`config.mk`:
```
export PLATFORM = sky130hd
export DESIGN_NAME = cso_device_flat
export DESIGN_NICKNAME = d
export VERILOG_FILES = /design/src/rtl/cso_pkg.sv /design/src/rtl/cso_link_if.sv /design/src/rtl/cso_device.sv /design/src/flat_wrapper.sv
export SDC_FILE = /design/constraint.sdc
export NUM_CORES = 2
export LEC_CHECK = 0
export BUFFER_PORTS_ARGS = -buffer_cell sky130_fd_sc_hd__buf_4
export CORE_UTILIZATION = 30
export CTS_CLUSTER_DIAMETER = 80
export DETAILED_ROUTE_END_ITERATION = 12
export PLACE_DENSITY_LB_ADDON = 0.12
export SLEW_MARGIN = 15
export SYNTH_ARGS = -nofsm -noshare
export SYNTH_HDL_FRONTEND = slang
export SYNTH_SLANG_ARGS = --single-unit
```
`constraint.sdc`:
```
create_clock -name i_ref_clk -period 10.6 [get_ports i_ref_clk]
set_input_delay 1.06 -clock i_ref_clk [delete_from_list [all_inputs] [get_ports i_ref_clk]]
set_output_delay 1.06 -clock i_ref_clk [all_outputs]
set_load 0.01 [all_outputs]
```
`src/rtl/cso_pkg.sv`:
```
// constants shared by both ends of the current-output control link
// assumes a single 100 MHz clock on both ends and the two-channel build
package cso_pkg;

   // ****************************************************************
   // sizes and clock
   // ****************************************************************
   localparam int CSO_NCH = 2; // isolated output channels
   localparam int CSO_CLK_HZ = 100_000_000; // reference clock rate
   localparam int CSO_ADR_W = 9; // configuration address width

   // ****************************************************************
   // configuration addresses, one per channel
   // ****************************************************************
   localparam logic [8:0] CSO_ADR_MODE [2] = '{9'h182, 9'h18a};
   localparam logic [8:0] CSO_ADR_SLEW [2] = '{9'h186, 9'h18e};
   localparam logic [8:0] CSO_ADR_FSMODE [2] = '{9'h191, 9'h193};
   localparam logic [8:0] CSO_ADR_FSVAL [2] = '{9'h022, 9'h024};

   // ****************************************************************
   // reset values
   // ****************************************************************
   localparam logic [15:0] CSO_MODE_RST = 16'h0021; // enabled, 4..20 mA
   localparam logic [15:0] CSO_SLEW_RST = 16'h0202; // 4 lsb, rate 2
   localparam logic [7:0] CSO_FSMODE_RST = 8'h00; // static substitute
   localparam logic [15:0] CSO_FSVAL_RST = 16'h0000;

   // ****************************************************************
   // field positions
   // ****************************************************************
   localparam int CSO_MODE_EN = 0; // channel enable
   localparam int CSO_MODE_NOCHK = 1; // converter checking off
   localparam int CSO_MODE_S020 = 4; // 0..20 mA, 0..32767
   localparam int CSO_MODE_S420 = 5; // 4..20 mA, 0..32767
   localparam int CSO_MODE_S024 = 6; // 0..24 mA, 0..24000
   localparam int CSO_MODE_S020U = 7; // 0..20 mA, 0..65535 unsigned
   localparam int CSO_SLEW_STEP_LO = 0; // 3-bit step exponent
   localparam int CSO_SLEW_RATE_LO = 8; // 4-bit rate select
   localparam int CSO_SLEW_EN = 15; // ramp limiter on
   localparam int CSO_HL_OPEN = 2; // open line
   localparam int CSO_HL_OVT = 3; // converter too hot
   localparam int CSO_HL_SUP = 7; // module supply fault
   localparam int CSO_FSC_NORMAL = 0; // normal-operation request

   // ****************************************************************
   // value ranges and scaling onto a 0..24 mA 16-bit converter code
   // ****************************************************************
   localparam logic [15:0] CSO_MAX_INT = 16'h7fff;
   localparam logic [15:0] CSO_MAX_24 = 16'h5dc0; // 24000
   localparam logic [15:0] CSO_DAC_4MA = 16'h2aab; // 4 mA offset
   localparam logic [17:0] CSO_K_420 = 18'h0aaab; // shift 15
   localparam logic [17:0] CSO_K_020 = 18'h0d556; // shift 15
   localparam logic [17:0] CSO_K_020U = 18'h0d555; // shift 16
   localparam logic [17:0] CSO_K_024 = 18'h2bb0d; // shift 16

   // ****************************************************************
   // limiter update rates in hz and their periods in clock cycles
   // ****************************************************************
   localparam int CSO_RATE_HZ [16] = '{257730, 198410, 152440, 131580,
      115740, 69440, 37590, 25770, 20160, 16030, 10290, 8280, 6900,
      5530, 4240, 3300};
   localparam int CSO_RATE_CYC [16] = '{
      CSO_CLK_HZ / CSO_RATE_HZ[0], CSO_CLK_HZ / CSO_RATE_HZ[1],
      CSO_CLK_HZ / CSO_RATE_HZ[2], CSO_CLK_HZ / CSO_RATE_HZ[3],
      CSO_CLK_HZ / CSO_RATE_HZ[4], CSO_CLK_HZ / CSO_RATE_HZ[5],
      CSO_CLK_HZ / CSO_RATE_HZ[6], CSO_CLK_HZ / CSO_RATE_HZ[7],
      CSO_CLK_HZ / CSO_RATE_HZ[8], CSO_CLK_HZ / CSO_RATE_HZ[9],
      CSO_CLK_HZ / CSO_RATE_HZ[10], CSO_CLK_HZ / CSO_RATE_HZ[11],
      CSO_CLK_HZ / CSO_RATE_HZ[12], CSO_CLK_HZ / CSO_RATE_HZ[13],
      CSO_CLK_HZ / CSO_RATE_HZ[14], CSO_CLK_HZ / CSO_RATE_HZ[15]};

   // ****************************************************************
   // bus cycle timing
   // ****************************************************************
   localparam int CSO_MIN_CYCLE_US = 200; // shortest bus cycle
   localparam int CSO_MIN_CYCLE_CYC =
      CSO_MIN_CYCLE_US * (CSO_CLK_HZ / 1_000_000);
   localparam int CSO_LOSS_CYCLES = 3 * CSO_MIN_CYCLE_CYC; // 3 missed

   // ****************************************************************
   // fail-safe state, one-hot
   // ****************************************************************
   typedef enum logic [2:0] {
      CSO_ST_INIT = 3'b001, // never started, nothing substituted yet
      CSO_ST_RUN = 3'b010, // normal operation
      CSO_ST_FS = 3'b100 // fail-safe output
   } cso_state_t;

endpackage : cso_pkg

```
`src/rtl/cso_link_if.sv`:
```
// cyclic and configuration link between bus master and output module
// assumes both ends share i_ref_clk; all strobes are one-cycle pulses
`timescale 1ns/100ps
interface cso_link_if;
   logic cyc_valid; // cyclic transfer strobe
   logic [1:0][15:0] value; // normalized output per channel
   logic [7:0] fs_ctrl; // fail-safe control byte
   logic cfg_wr; // configuration write strobe
   logic [8:0] cfg_addr; // configuration address
   logic [15:0] cfg_wdata; // configuration data
   logic [1:0][7:0] health; // channel health bytes
   logic module_ok; // module in normal operation

   modport host (output cyc_valid, value, fs_ctrl, cfg_wr, cfg_addr,
      cfg_wdata, input health, module_ok);
   modport device (input cyc_valid, value, fs_ctrl, cfg_wr, cfg_addr,
      cfg_wdata, output health, module_ok);
endinterface : cso_link_if

```
`src/rtl/cso_device.sv`:
```
// output module end: mode, slew limiter, scaling and fail-safe control
// assumes link strobes are synchronous to i_ref_clk, front-end flags too
//
// Contract
// [RL1] mode bit 5: 4..20 mA, codes 0..32767
// [RL2] mode bit 4: 0..20 mA, codes 0..32767
// [RL3] mode bit 7: 0..20 mA, unsigned 0..65535
// [RL4] mode bit 6: 0..24 mA, codes 0..24000
// [RL5] mode bit 1 set disables converter checking
// [RL6] mode bit 0 enables channel; others reserved
// [RL7] slew bits 0-2: step of 2^code LSB
// [RL8] slew bits 8-11: sixteen update rates
// [RL9] slew bit 15 enables ramp, else jump
// [RL10] written output value drives matching current
// [RL11] zero output value turns indicator off
// [RL12] health bits: open 2, hot 3, supply 7
// [RL13] control bit 0: 1 normal, 0 fail-safe
// [RL14] master sets normal bit when starting channels
// [RL15] fail-safe event clears normal, substitutes output
// [RL16] fail-safe held until normal bit received
// [RL17] after restart master sets normal bit again
// [RL18] first good transfer with bit restores normal
// [RL19] fs mode 0 static, 1 hold last
// [RL20] static mode drives fail-safe value register
// [RL21] fail-safe value used only after first start
// [RL22] bus cycle no shorter than 200 us
// [RL23] at most one scaling bit set
`timescale 1ns/100ps
module cso_device #(
   parameter int LOSS_CYCLES = cso_pkg::CSO_LOSS_CYCLES // link watchdog
) (
   // clock, reset, enable
   input wire logic i_ref_clk,
   input wire logic i_arst_n,
   input wire logic i_ce,
   // link to the bus master
   cso_link_if.device lnk,
   // converter front end status
   input wire logic [1:0] i_open_line,
   input wire logic [1:0] i_overtemp,
   input wire logic i_supply_fault,
   // converter drive and indicators
   output logic [1:0][15:0] o_dac_code,
   output logic [1:0] o_dac_en,
   output logic [1:0] o_ch_led,
   output logic o_failsafe_active
);
   import cso_pkg::*;

   // ****************************************************************
   // link watchdog and fail-safe state
   // ****************************************************************
   cso_state_t state_q; // fail-safe state
   cso_state_t state_d;
   logic [31:0] wdog_q; // cycles since the last cyclic transfer
   wire normal_req = lnk.fs_ctrl[CSO_FSC_NORMAL]; // RL13
   wire comm_lost = (wdog_q == 32'(LOSS_CYCLES - 1)); // silence too long
   wire run_start = lnk.cyc_valid & normal_req;

   // watchdog restarts on each transfer and saturates at the limit
   always_ff @(posedge i_ref_clk or negedge i_arst_n) begin
      if (!i_arst_n) begin
         wdog_q <= 32'h0;
      end else if (i_ce) begin
         if (lnk.cyc_valid) begin
            wdog_q <= 32'h0;
         end else if (!comm_lost) begin
            wdog_q <= wdog_q + 32'h1;
         end
      end
   end

   // next fail-safe state
   always_comb begin
      state_d = state_q;
      case (state_q)
         CSO_ST_INIT: begin
            if (run_start) begin // RL14
               state_d = CSO_ST_RUN;
            end
         end
         CSO_ST_RUN: begin
            // loss or an explicit request both count as an event
            if (comm_lost || (lnk.cyc_valid && !normal_req)) begin
               state_d = CSO_ST_FS; // RL15
            end
         end
         CSO_ST_FS: begin
            // recovered traffic alone does not leave fail-safe
            if (run_start) begin // RL16 RL18
               state_d = CSO_ST_RUN;
            end
         end
         default: begin
            state_d = CSO_ST_INIT;
         end
      endcase
   end

   // state register
   always_ff @(posedge i_ref_clk or negedge i_arst_n) begin
      if (!i_arst_n) begin
         state_q <= CSO_ST_INIT;
      end else if (i_ce) begin
         state_q <= state_d;
      end
   end

   wire st_run = (state_q == CSO_ST_RUN);
   wire st_fs = (state_q == CSO_ST_FS);
   assign lnk.module_ok = st_run; // internal normal-operation bit
   assign o_failsafe_active = st_fs;

   // ****************************************************************
   // per-channel registers, limiter and scaling
   // ****************************************************************
   for (genvar ch = 0; ch < CSO_NCH; ch++) begin : g_ch
      logic [15:0] mode_q; // channel mode word
      logic [15:0] slew_q; // limiter configuration
      logic [7:0] fsmode_q; // fail-safe mode
      logic [15:0] fsval_q; // fail-safe static value
      logic [15:0] target_q; // last cyclic output value
      logic [15:0] last_q; // last value accepted in normal operation
      logic [15:0] ramp_q; // limited normalized value
      logic [15:0] tick_q; // limiter rate divider
      logic [15:0] dac_q; // converter code
      logic [7:0] health_q; // health byte
      logic led_q; // channel indicator

      // configuration decode
      wire wr_mode = lnk.cfg_wr & (lnk.cfg_addr == CSO_ADR_MODE[ch]);
      wire wr_slew = lnk.cfg_wr & (lnk.cfg_addr == CSO_ADR_SLEW[ch]);
      wire wr_fsm = lnk.cfg_wr & (lnk.cfg_addr == CSO_ADR_FSMODE[ch]);
      wire wr_fsv = lnk.cfg_wr & (lnk.cfg_addr == CSO_ADR_FSVAL[ch]);

      wire en = mode_q[CSO_MODE_EN]; // RL6
      wire uns = mode_q[CSO_MODE_S020U]; // RL3
      wire [15:0] vmax = mode_q[CSO_MODE_S024] ? CSO_MAX_24
         : CSO_MAX_INT; // RL4

      // demand per state: static value only once started
      wire [15:0] fs_out = (fsmode_q == CSO_FSMODE_RST) ? fsval_q
         : last_q; // RL19 RL20
      wire [15:0] demand = !en ? 16'h0 : st_run ? target_q
         : st_fs ? fs_out : 16'h0; // RL21

      // signed modes drop negatives and clamp to the range top
      wire [15:0] clamped = uns ? demand : demand[15] ? 16'h0
         : (demand > vmax) ? vmax : demand; // RL10

      // limiter step and rate
      wire [15:0] step = 16'h1 << slew_q[CSO_SLEW_STEP_LO +: 3]; // RL7
      wire [15:0] period = 16'(CSO_RATE_CYC[
         slew_q[CSO_SLEW_RATE_LO +: 4]] - 1); // RL8
      wire tick = (tick_q >= period);
      wire [15:0] up_gap = clamped - ramp_q;
      wire [15:0] dn_gap = ramp_q - clamped;
      wire [15:0] ramp_up = (up_gap > step) ? ramp_q + step : clamped;
      wire [15:0] ramp_dn = (dn_gap > step) ? ramp_q - step : clamped;
      wire [15:0] ramp_d = !slew_q[CSO_SLEW_EN] ? clamped // RL9
         : !tick ? ramp_q
         : (clamped > ramp_q) ? ramp_up : ramp_dn;

      // scaling onto the 0..24 mA converter code
      wire [33:0] p420 = 34'(ramp_q) * 34'(CSO_K_420);
      wire [33:0] p020 = 34'(ramp_q) * 34'(CSO_K_020);
      wire [33:0] p020u = 34'(ramp_q) * 34'(CSO_K_020U);
      wire [33:0] p024 = 34'(ramp_q) * 34'(CSO_K_024);
      // 24000 lands one count past the top code, so saturate there
      wire [15:0] p024_sat = (|p024[33:32]) ? 16'hffff : p024[31:16];
      wire [15:0] dac_d = mode_q[CSO_MODE_S020U] ? p020u[31:16] // RL3
         : mode_q[CSO_MODE_S024] ? p024_sat // RL4
         : mode_q[CSO_MODE_S020] ? p020[30:15] // RL2
         : mode_q[CSO_MODE_S420] ? CSO_DAC_4MA + p420[30:15] // RL1
         : 16'h0; // no scaling chosen leaves the output at zero

      // health byte: reserved bits stay zero
      wire ovt_chk = i_overtemp[ch] & ~mode_q[CSO_MODE_NOCHK]; // RL5
      wire [7:0] health_d = 8'(({7'h0, i_open_line[ch] & en}
         << CSO_HL_OPEN) | ({7'h0, ovt_chk & en} << CSO_HL_OVT)
         | ({7'h0, i_supply_fault} << CSO_HL_SUP)); // RL12

      // configuration registers, written only through the link
      always_ff @(posedge i_ref_clk or negedge i_arst_n) begin
         if (!i_arst_n) begin
            mode_q <= CSO_MODE_RST;
            slew_q <= CSO_SLEW_RST;
            fsmode_q <= CSO_FSMODE_RST;
            fsval_q <= CSO_FSVAL_RST;
         end else if (i_ce) begin
            if (wr_mode) begin
               mode_q <= lnk.cfg_wdata; // reserved bits kept, unused
            end
            if (wr_slew) begin
               slew_q <= lnk.cfg_wdata;
            end
            if (wr_fsm) begin
               fsmode_q <= lnk.cfg_wdata[7:0];
            end
            if (wr_fsv) begin
               fsval_q <= lnk.cfg_wdata;
            end
         end
      end

      // cyclic value, held value and limiter state
      always_ff @(posedge i_ref_clk or negedge i_arst_n) begin
         if (!i_arst_n) begin
            target_q <= 16'h0;
            last_q <= 16'h0;
            ramp_q <= 16'h0;
            tick_q <= 16'h0;
         end else if (i_ce) begin
            if (lnk.cyc_valid) begin
               target_q <= lnk.value[ch]; // RL10
            end
            if (st_run) begin
               last_q <= target_q; // RL19
            end
            tick_q <= tick ? 16'h0 : tick_q + 16'h1;
            ramp_q <= ramp_d;
         end
      end

      // registered outputs
      always_ff @(posedge i_ref_clk or negedge i_arst_n) begin
         if (!i_arst_n) begin
            dac_q <= 16'h0;
            health_q <= 8'h0;
            led_q <= 1'b0;
         end else if (i_ce) begin
            dac_q <= dac_d;
            health_q <= health_d;
            led_q <= en & (demand != 16'h0); // RL11
         end
      end

      assign o_dac_code[ch] = dac_q;
      assign o_dac_en[ch] = en;
      assign o_ch_led[ch] = led_q;
      assign lnk.health[ch] = health_q;
   end

endmodule : cso_device

```
`src/flat_wrapper.sv`:
```
// flat-port wrapper written by rule: the top's interface ports become plain ports
module cso_device_flat import cso_pkg::*;
#(
   parameter int LOSS_CYCLES = cso_pkg::CSO_LOSS_CYCLES                 
)
  (i_ref_clk, i_arst_n, i_ce, i_open_line, i_overtemp, i_supply_fault, o_dac_code, o_dac_en, o_ch_led, o_failsafe_active, lnk_cyc_valid, lnk_value, lnk_fs_ctrl, lnk_cfg_wr, lnk_cfg_addr, lnk_cfg_wdata, lnk_health, lnk_module_ok);
  cso_link_if lnk_i ();
  input wire logic i_ref_clk;
  input wire logic i_arst_n;
  input wire logic i_ce;
  input wire logic [1:0] i_open_line;
  input wire logic [1:0] i_overtemp;
  input wire logic i_supply_fault;
  output logic [1:0][15:0] o_dac_code;
  output logic [1:0] o_dac_en;
  output logic [1:0] o_ch_led;
  output logic o_failsafe_active;
  input wire logic [$bits(lnk_i.cyc_valid)-1:0] lnk_cyc_valid;
  input wire logic [$bits(lnk_i.value)-1:0] lnk_value;
  input wire logic [$bits(lnk_i.fs_ctrl)-1:0] lnk_fs_ctrl;
  input wire logic [$bits(lnk_i.cfg_wr)-1:0] lnk_cfg_wr;
  input wire logic [$bits(lnk_i.cfg_addr)-1:0] lnk_cfg_addr;
  input wire logic [$bits(lnk_i.cfg_wdata)-1:0] lnk_cfg_wdata;
  output wire logic [$bits(lnk_i.health)-1:0] lnk_health;
  output wire logic [$bits(lnk_i.module_ok)-1:0] lnk_module_ok;
  assign lnk_i.cyc_valid = lnk_cyc_valid;
  assign lnk_i.value = lnk_value;
  assign lnk_i.fs_ctrl = lnk_fs_ctrl;
  assign lnk_i.cfg_wr = lnk_cfg_wr;
  assign lnk_i.cfg_addr = lnk_cfg_addr;
  assign lnk_i.cfg_wdata = lnk_cfg_wdata;
  assign lnk_health = lnk_i.health;
  assign lnk_module_ok = lnk_i.module_ok;
  cso_device #(.LOSS_CYCLES(LOSS_CYCLES)) u_core (.i_ref_clk(i_ref_clk), .i_arst_n(i_arst_n), .i_ce(i_ce), .lnk(lnk_i), .i_open_line(i_open_line), .i_overtemp(i_overtemp), .i_supply_fault(i_supply_fault), .o_dac_code(o_dac_code), .o_dac_en(o_dac_en), .o_ch_led(o_ch_led), .o_failsafe_active(o_failsafe_active));
endmodule
```
==> reports/qor.yml <==
status: "complete, no violations"
critPathLaunchType: "flop"
synth_warnings: 0
synth_ff_type: "dfrtp_1"
grt_use_total_pct: 20.8
synth_edf_count: 0
yosysSeqAreaShare_pct: 13.3
rr_worst_depth: 34
die_area_um2: 176000
num_rows: 152
maxCapViolCount: 0
muxShareOfSynthArea_pct: 3.41
synthToLayoutAreaGrowth_pct: 10.5
slowest_delay_ns: 0.82
maxSlewViolCount: 0
io_buffers: 111
clockBufferDepth: 3
synth_top_family_by_area: "adder cells"
fin_skew_ns: 0.0475
hold_violations: 0
r2r_end: "u_core.g_ch[0].ramp_q[1]"
grt_start_max_net_pins: 71
ctsHoldBuffers: 0
insertion_delay_ns: 0.68
post-route-period-util_pct: 88.2
layout_common_cells: "inv_1, ha_1, fa_1"
wirelength_um: 183000
die_height_um: 419
io_pins: 129
ys_async_sr_fraction_pct: 100
finalNetCount: 7420
synth_fa_ha_area_share_pct: 46.3
r2r_start: "u_core.g_ch[0].fsmode_q[5]"
synth_simple_gate_area_share_pct: 10.5
tns_ns: 0
drive_gt1_share_pct: 8.90
start_util_pct: 30.3
n_fill_cell: 18094
fin_crit_ns: 9.35
drcViolationCount: 0
critical_path.top_delay_family: "compound AO/OA/AOI/OAI gates"
worstPathRequired_ns: 11.14
ant_nets: 0
synth_area_um2: 52300
slew_headroom_pct: 24.5
cp_max_fo: 17
synthCells: 5647
synth_compound_area_share_pct: 12.9
coreArea_um2: 172000
gp_routability_congestion: 0.884
cts_tree: "built"
clock.fmax_ghz: 0.107
hp-class: "input pin to async pin"
grt_pass1_vias: 41399
grt_pass1_wl_um: 272000
setup_viol: 0
htreeDepth: 2
grt-ovfl-total: 0
root_buffer: "clkbuf_16"
drtIter0Drc: 2363
synthXorXnorAreaFrac_pct: 4.62
cts_resized: 0
worstSetupEndpointType: "flop"
vias_per_cell: 5.00
vias: 40535
worst_pin_slew_ns: 1.12
crit_path_frequent_cell: "o21ai_0"
clk_pin_slew_worst_paths_ns: 0.06
clock_sinks: 278
cts_buffers: 48
hpwl_um: 151000
crit_buf_inv: 2
synth.avg_cell_area_um2: 9.26
mostFrequentLayoutCell: "inv_1"
yosysUniqueCellTypes: 93
wire_per_inst_um: 22.5
ys_ff_latch: 278
antenna_found_initial: 2
path_class: "flop to flop"
critical_path.slowest_cell: "o21ai_0"
post_cts_buffers: 0
first_pass_iters: 5
worstPathArrival_ns: 9.90
die_w_um: 419
grt_setup_unrepaired: "false"
regToRegSetupSlack_ns: 1.25
logic make-up (layout without fill, tap and decap cells):
| family | count (synthesis) | after routing |
|---|---|---|
| adder cells (fa/ha/maj) | 1585 | 1585 |
| buffers and inverters | 1210 | 1353 |
| AND/OR/NAND/NOR | 1116 | 1116 |
| AO/OA/AOI/OAI | 1019 | 1019 |
| flip-flops | 278 | 278 |
| XOR/XNOR | 276 | 276 |
| multiplexers | 161 | 161 |
| other | 2 | 14 |
worst max-delay path by stage:
stage	from	slack [ns]	end	cells past startpoint
finish	u_core.g_ch[0].fsmode_q[5]	1.25	u_core.g_ch[0].ramp_q[1]	34
global route	u_core.g_ch[0].fsmode_q[5]	0.56	u_core.g_ch[0].ramp_q[1]	35
CTS	u_core.g_ch[0].fsmode_q[5]	1.34	u_core.g_ch[0].ramp_q[1]	38
detailed placement	u_core.g_ch[0].fsmode_q[5]	1.42	u_core.g_ch[0].ramp_q[1]	38
global placement	u_core.g_ch[0].fsmode_q[5]	1.35	u_core.g_ch[0].ramp_q[1]	38
floorplan	u_core.g_ch[0].fsmode_q[5]	2.70	u_core.g_ch[0].ramp_q[3]	42
synth_stat cells (22+ instances only):
cell | count | area (um2)
nor3_1 | 70 | 350
a31oi_1 | 43 | 269
a211oi_1 | 26 | 195
ha_1 | 999 | 12500
and2_1 | 26 | 163
and3_1 | 48 | 300
a221oi_1 | 30 | 263
mux2_2 | 138 | 1550
nand4_1 | 56 | 350
a21oi_1 | 267 | 1340
nand3_1 | 103 | 515
o21bai_1 | 30 | 225
nand2b_1 | 44 | 275
o21ai_0 | 220 | 1100
nor2b_1 | 44 | 275
xnor2_1 | 157 | 1380
a21o_1 | 89 | 668
nor2_1 | 272 | 1020
o211ai_1 | 33 | 248
xor2_1 | 119 | 1040
dfrtp_1 | 269 | 6730
inv_1 | 1047 | 3930
o21a_1 | 38 | 285
or2_2 | 26 | 163
mux2i_1 | 22 | 220
clkbuf_1 | 120 | 450
or3_1 | 36 | 225
fa_1 | 586 | 11700
nand2_1 | 307 | 1150
area by class of cell:
class	instances	area (um2)	area share [%]
diodes	2	5.00	0.00866
clock buffers	69	1360	2.35
clock inverters	21	295	0.511
inverters	1055	3960	6.85
multi-input cells	4169	40700	70.5
flip-flops and latches	278	6970	12.1
well taps	2310	2890	5.00
repair buffers	208	1570	2.72
registers in the layout, summed over array words and instances (netlist names):
name                  count
u_core.g_ch.dac_q        32
u_core.g_ch.fsmode_q     16
u_core.g_ch.fsval_q      32
u_core.g_ch.health_q      5
u_core.g_ch.last_q       32
u_core.g_ch.led_q         2
u_core.g_ch.mode_q       12
u_core.g_ch.ramp_q       32
u_core.g_ch.slew_q       16
u_core.g_ch.target_q     32
u_core.g_ch.tick_q       32
u_core.state_q            3
u_core.wdog_q            32
layer usage:
metal	wire, um	vias up	track usage, %
met1	84100	20332	28.2
met4	5810	0	6.22
met3	5100	192	1.22
met2	87800	745	35.3
met5	0	-	0
li1	-	19266	-
metrics by stage:
step	std cells	utilization [%]	setup WS, ns	area [um2]	hold WS [ns]
floorplan	5657	-	2.70	52300	0.470
global route	8111	33.5	0.556	57800	0.398
global placement	8020	32.6	1.35	56100	0.486
CTS	8110	33.5	1.34	57800	0.378
detailed placement	8020	32.6	1.42	56100	0.495
finish	8112	33.5	1.25	57800	0.376
worst reg2reg max path: cells and delay by family, from the launching register on:
family / cells / cell delay [ns]
xor+xnor: 1 / 0.14
buf+inv: 2 / 0.23
flops: 1 / 0.40
compound gates: 16 / 3.66
mux: 1 / 0.22
simple gates: 11 / 3.62
fa+ha+maj: 3 / 0.95
Power is not shown: default switching activity piles up to over one toggle a cycle in this logic, so the estimate is an artifact.
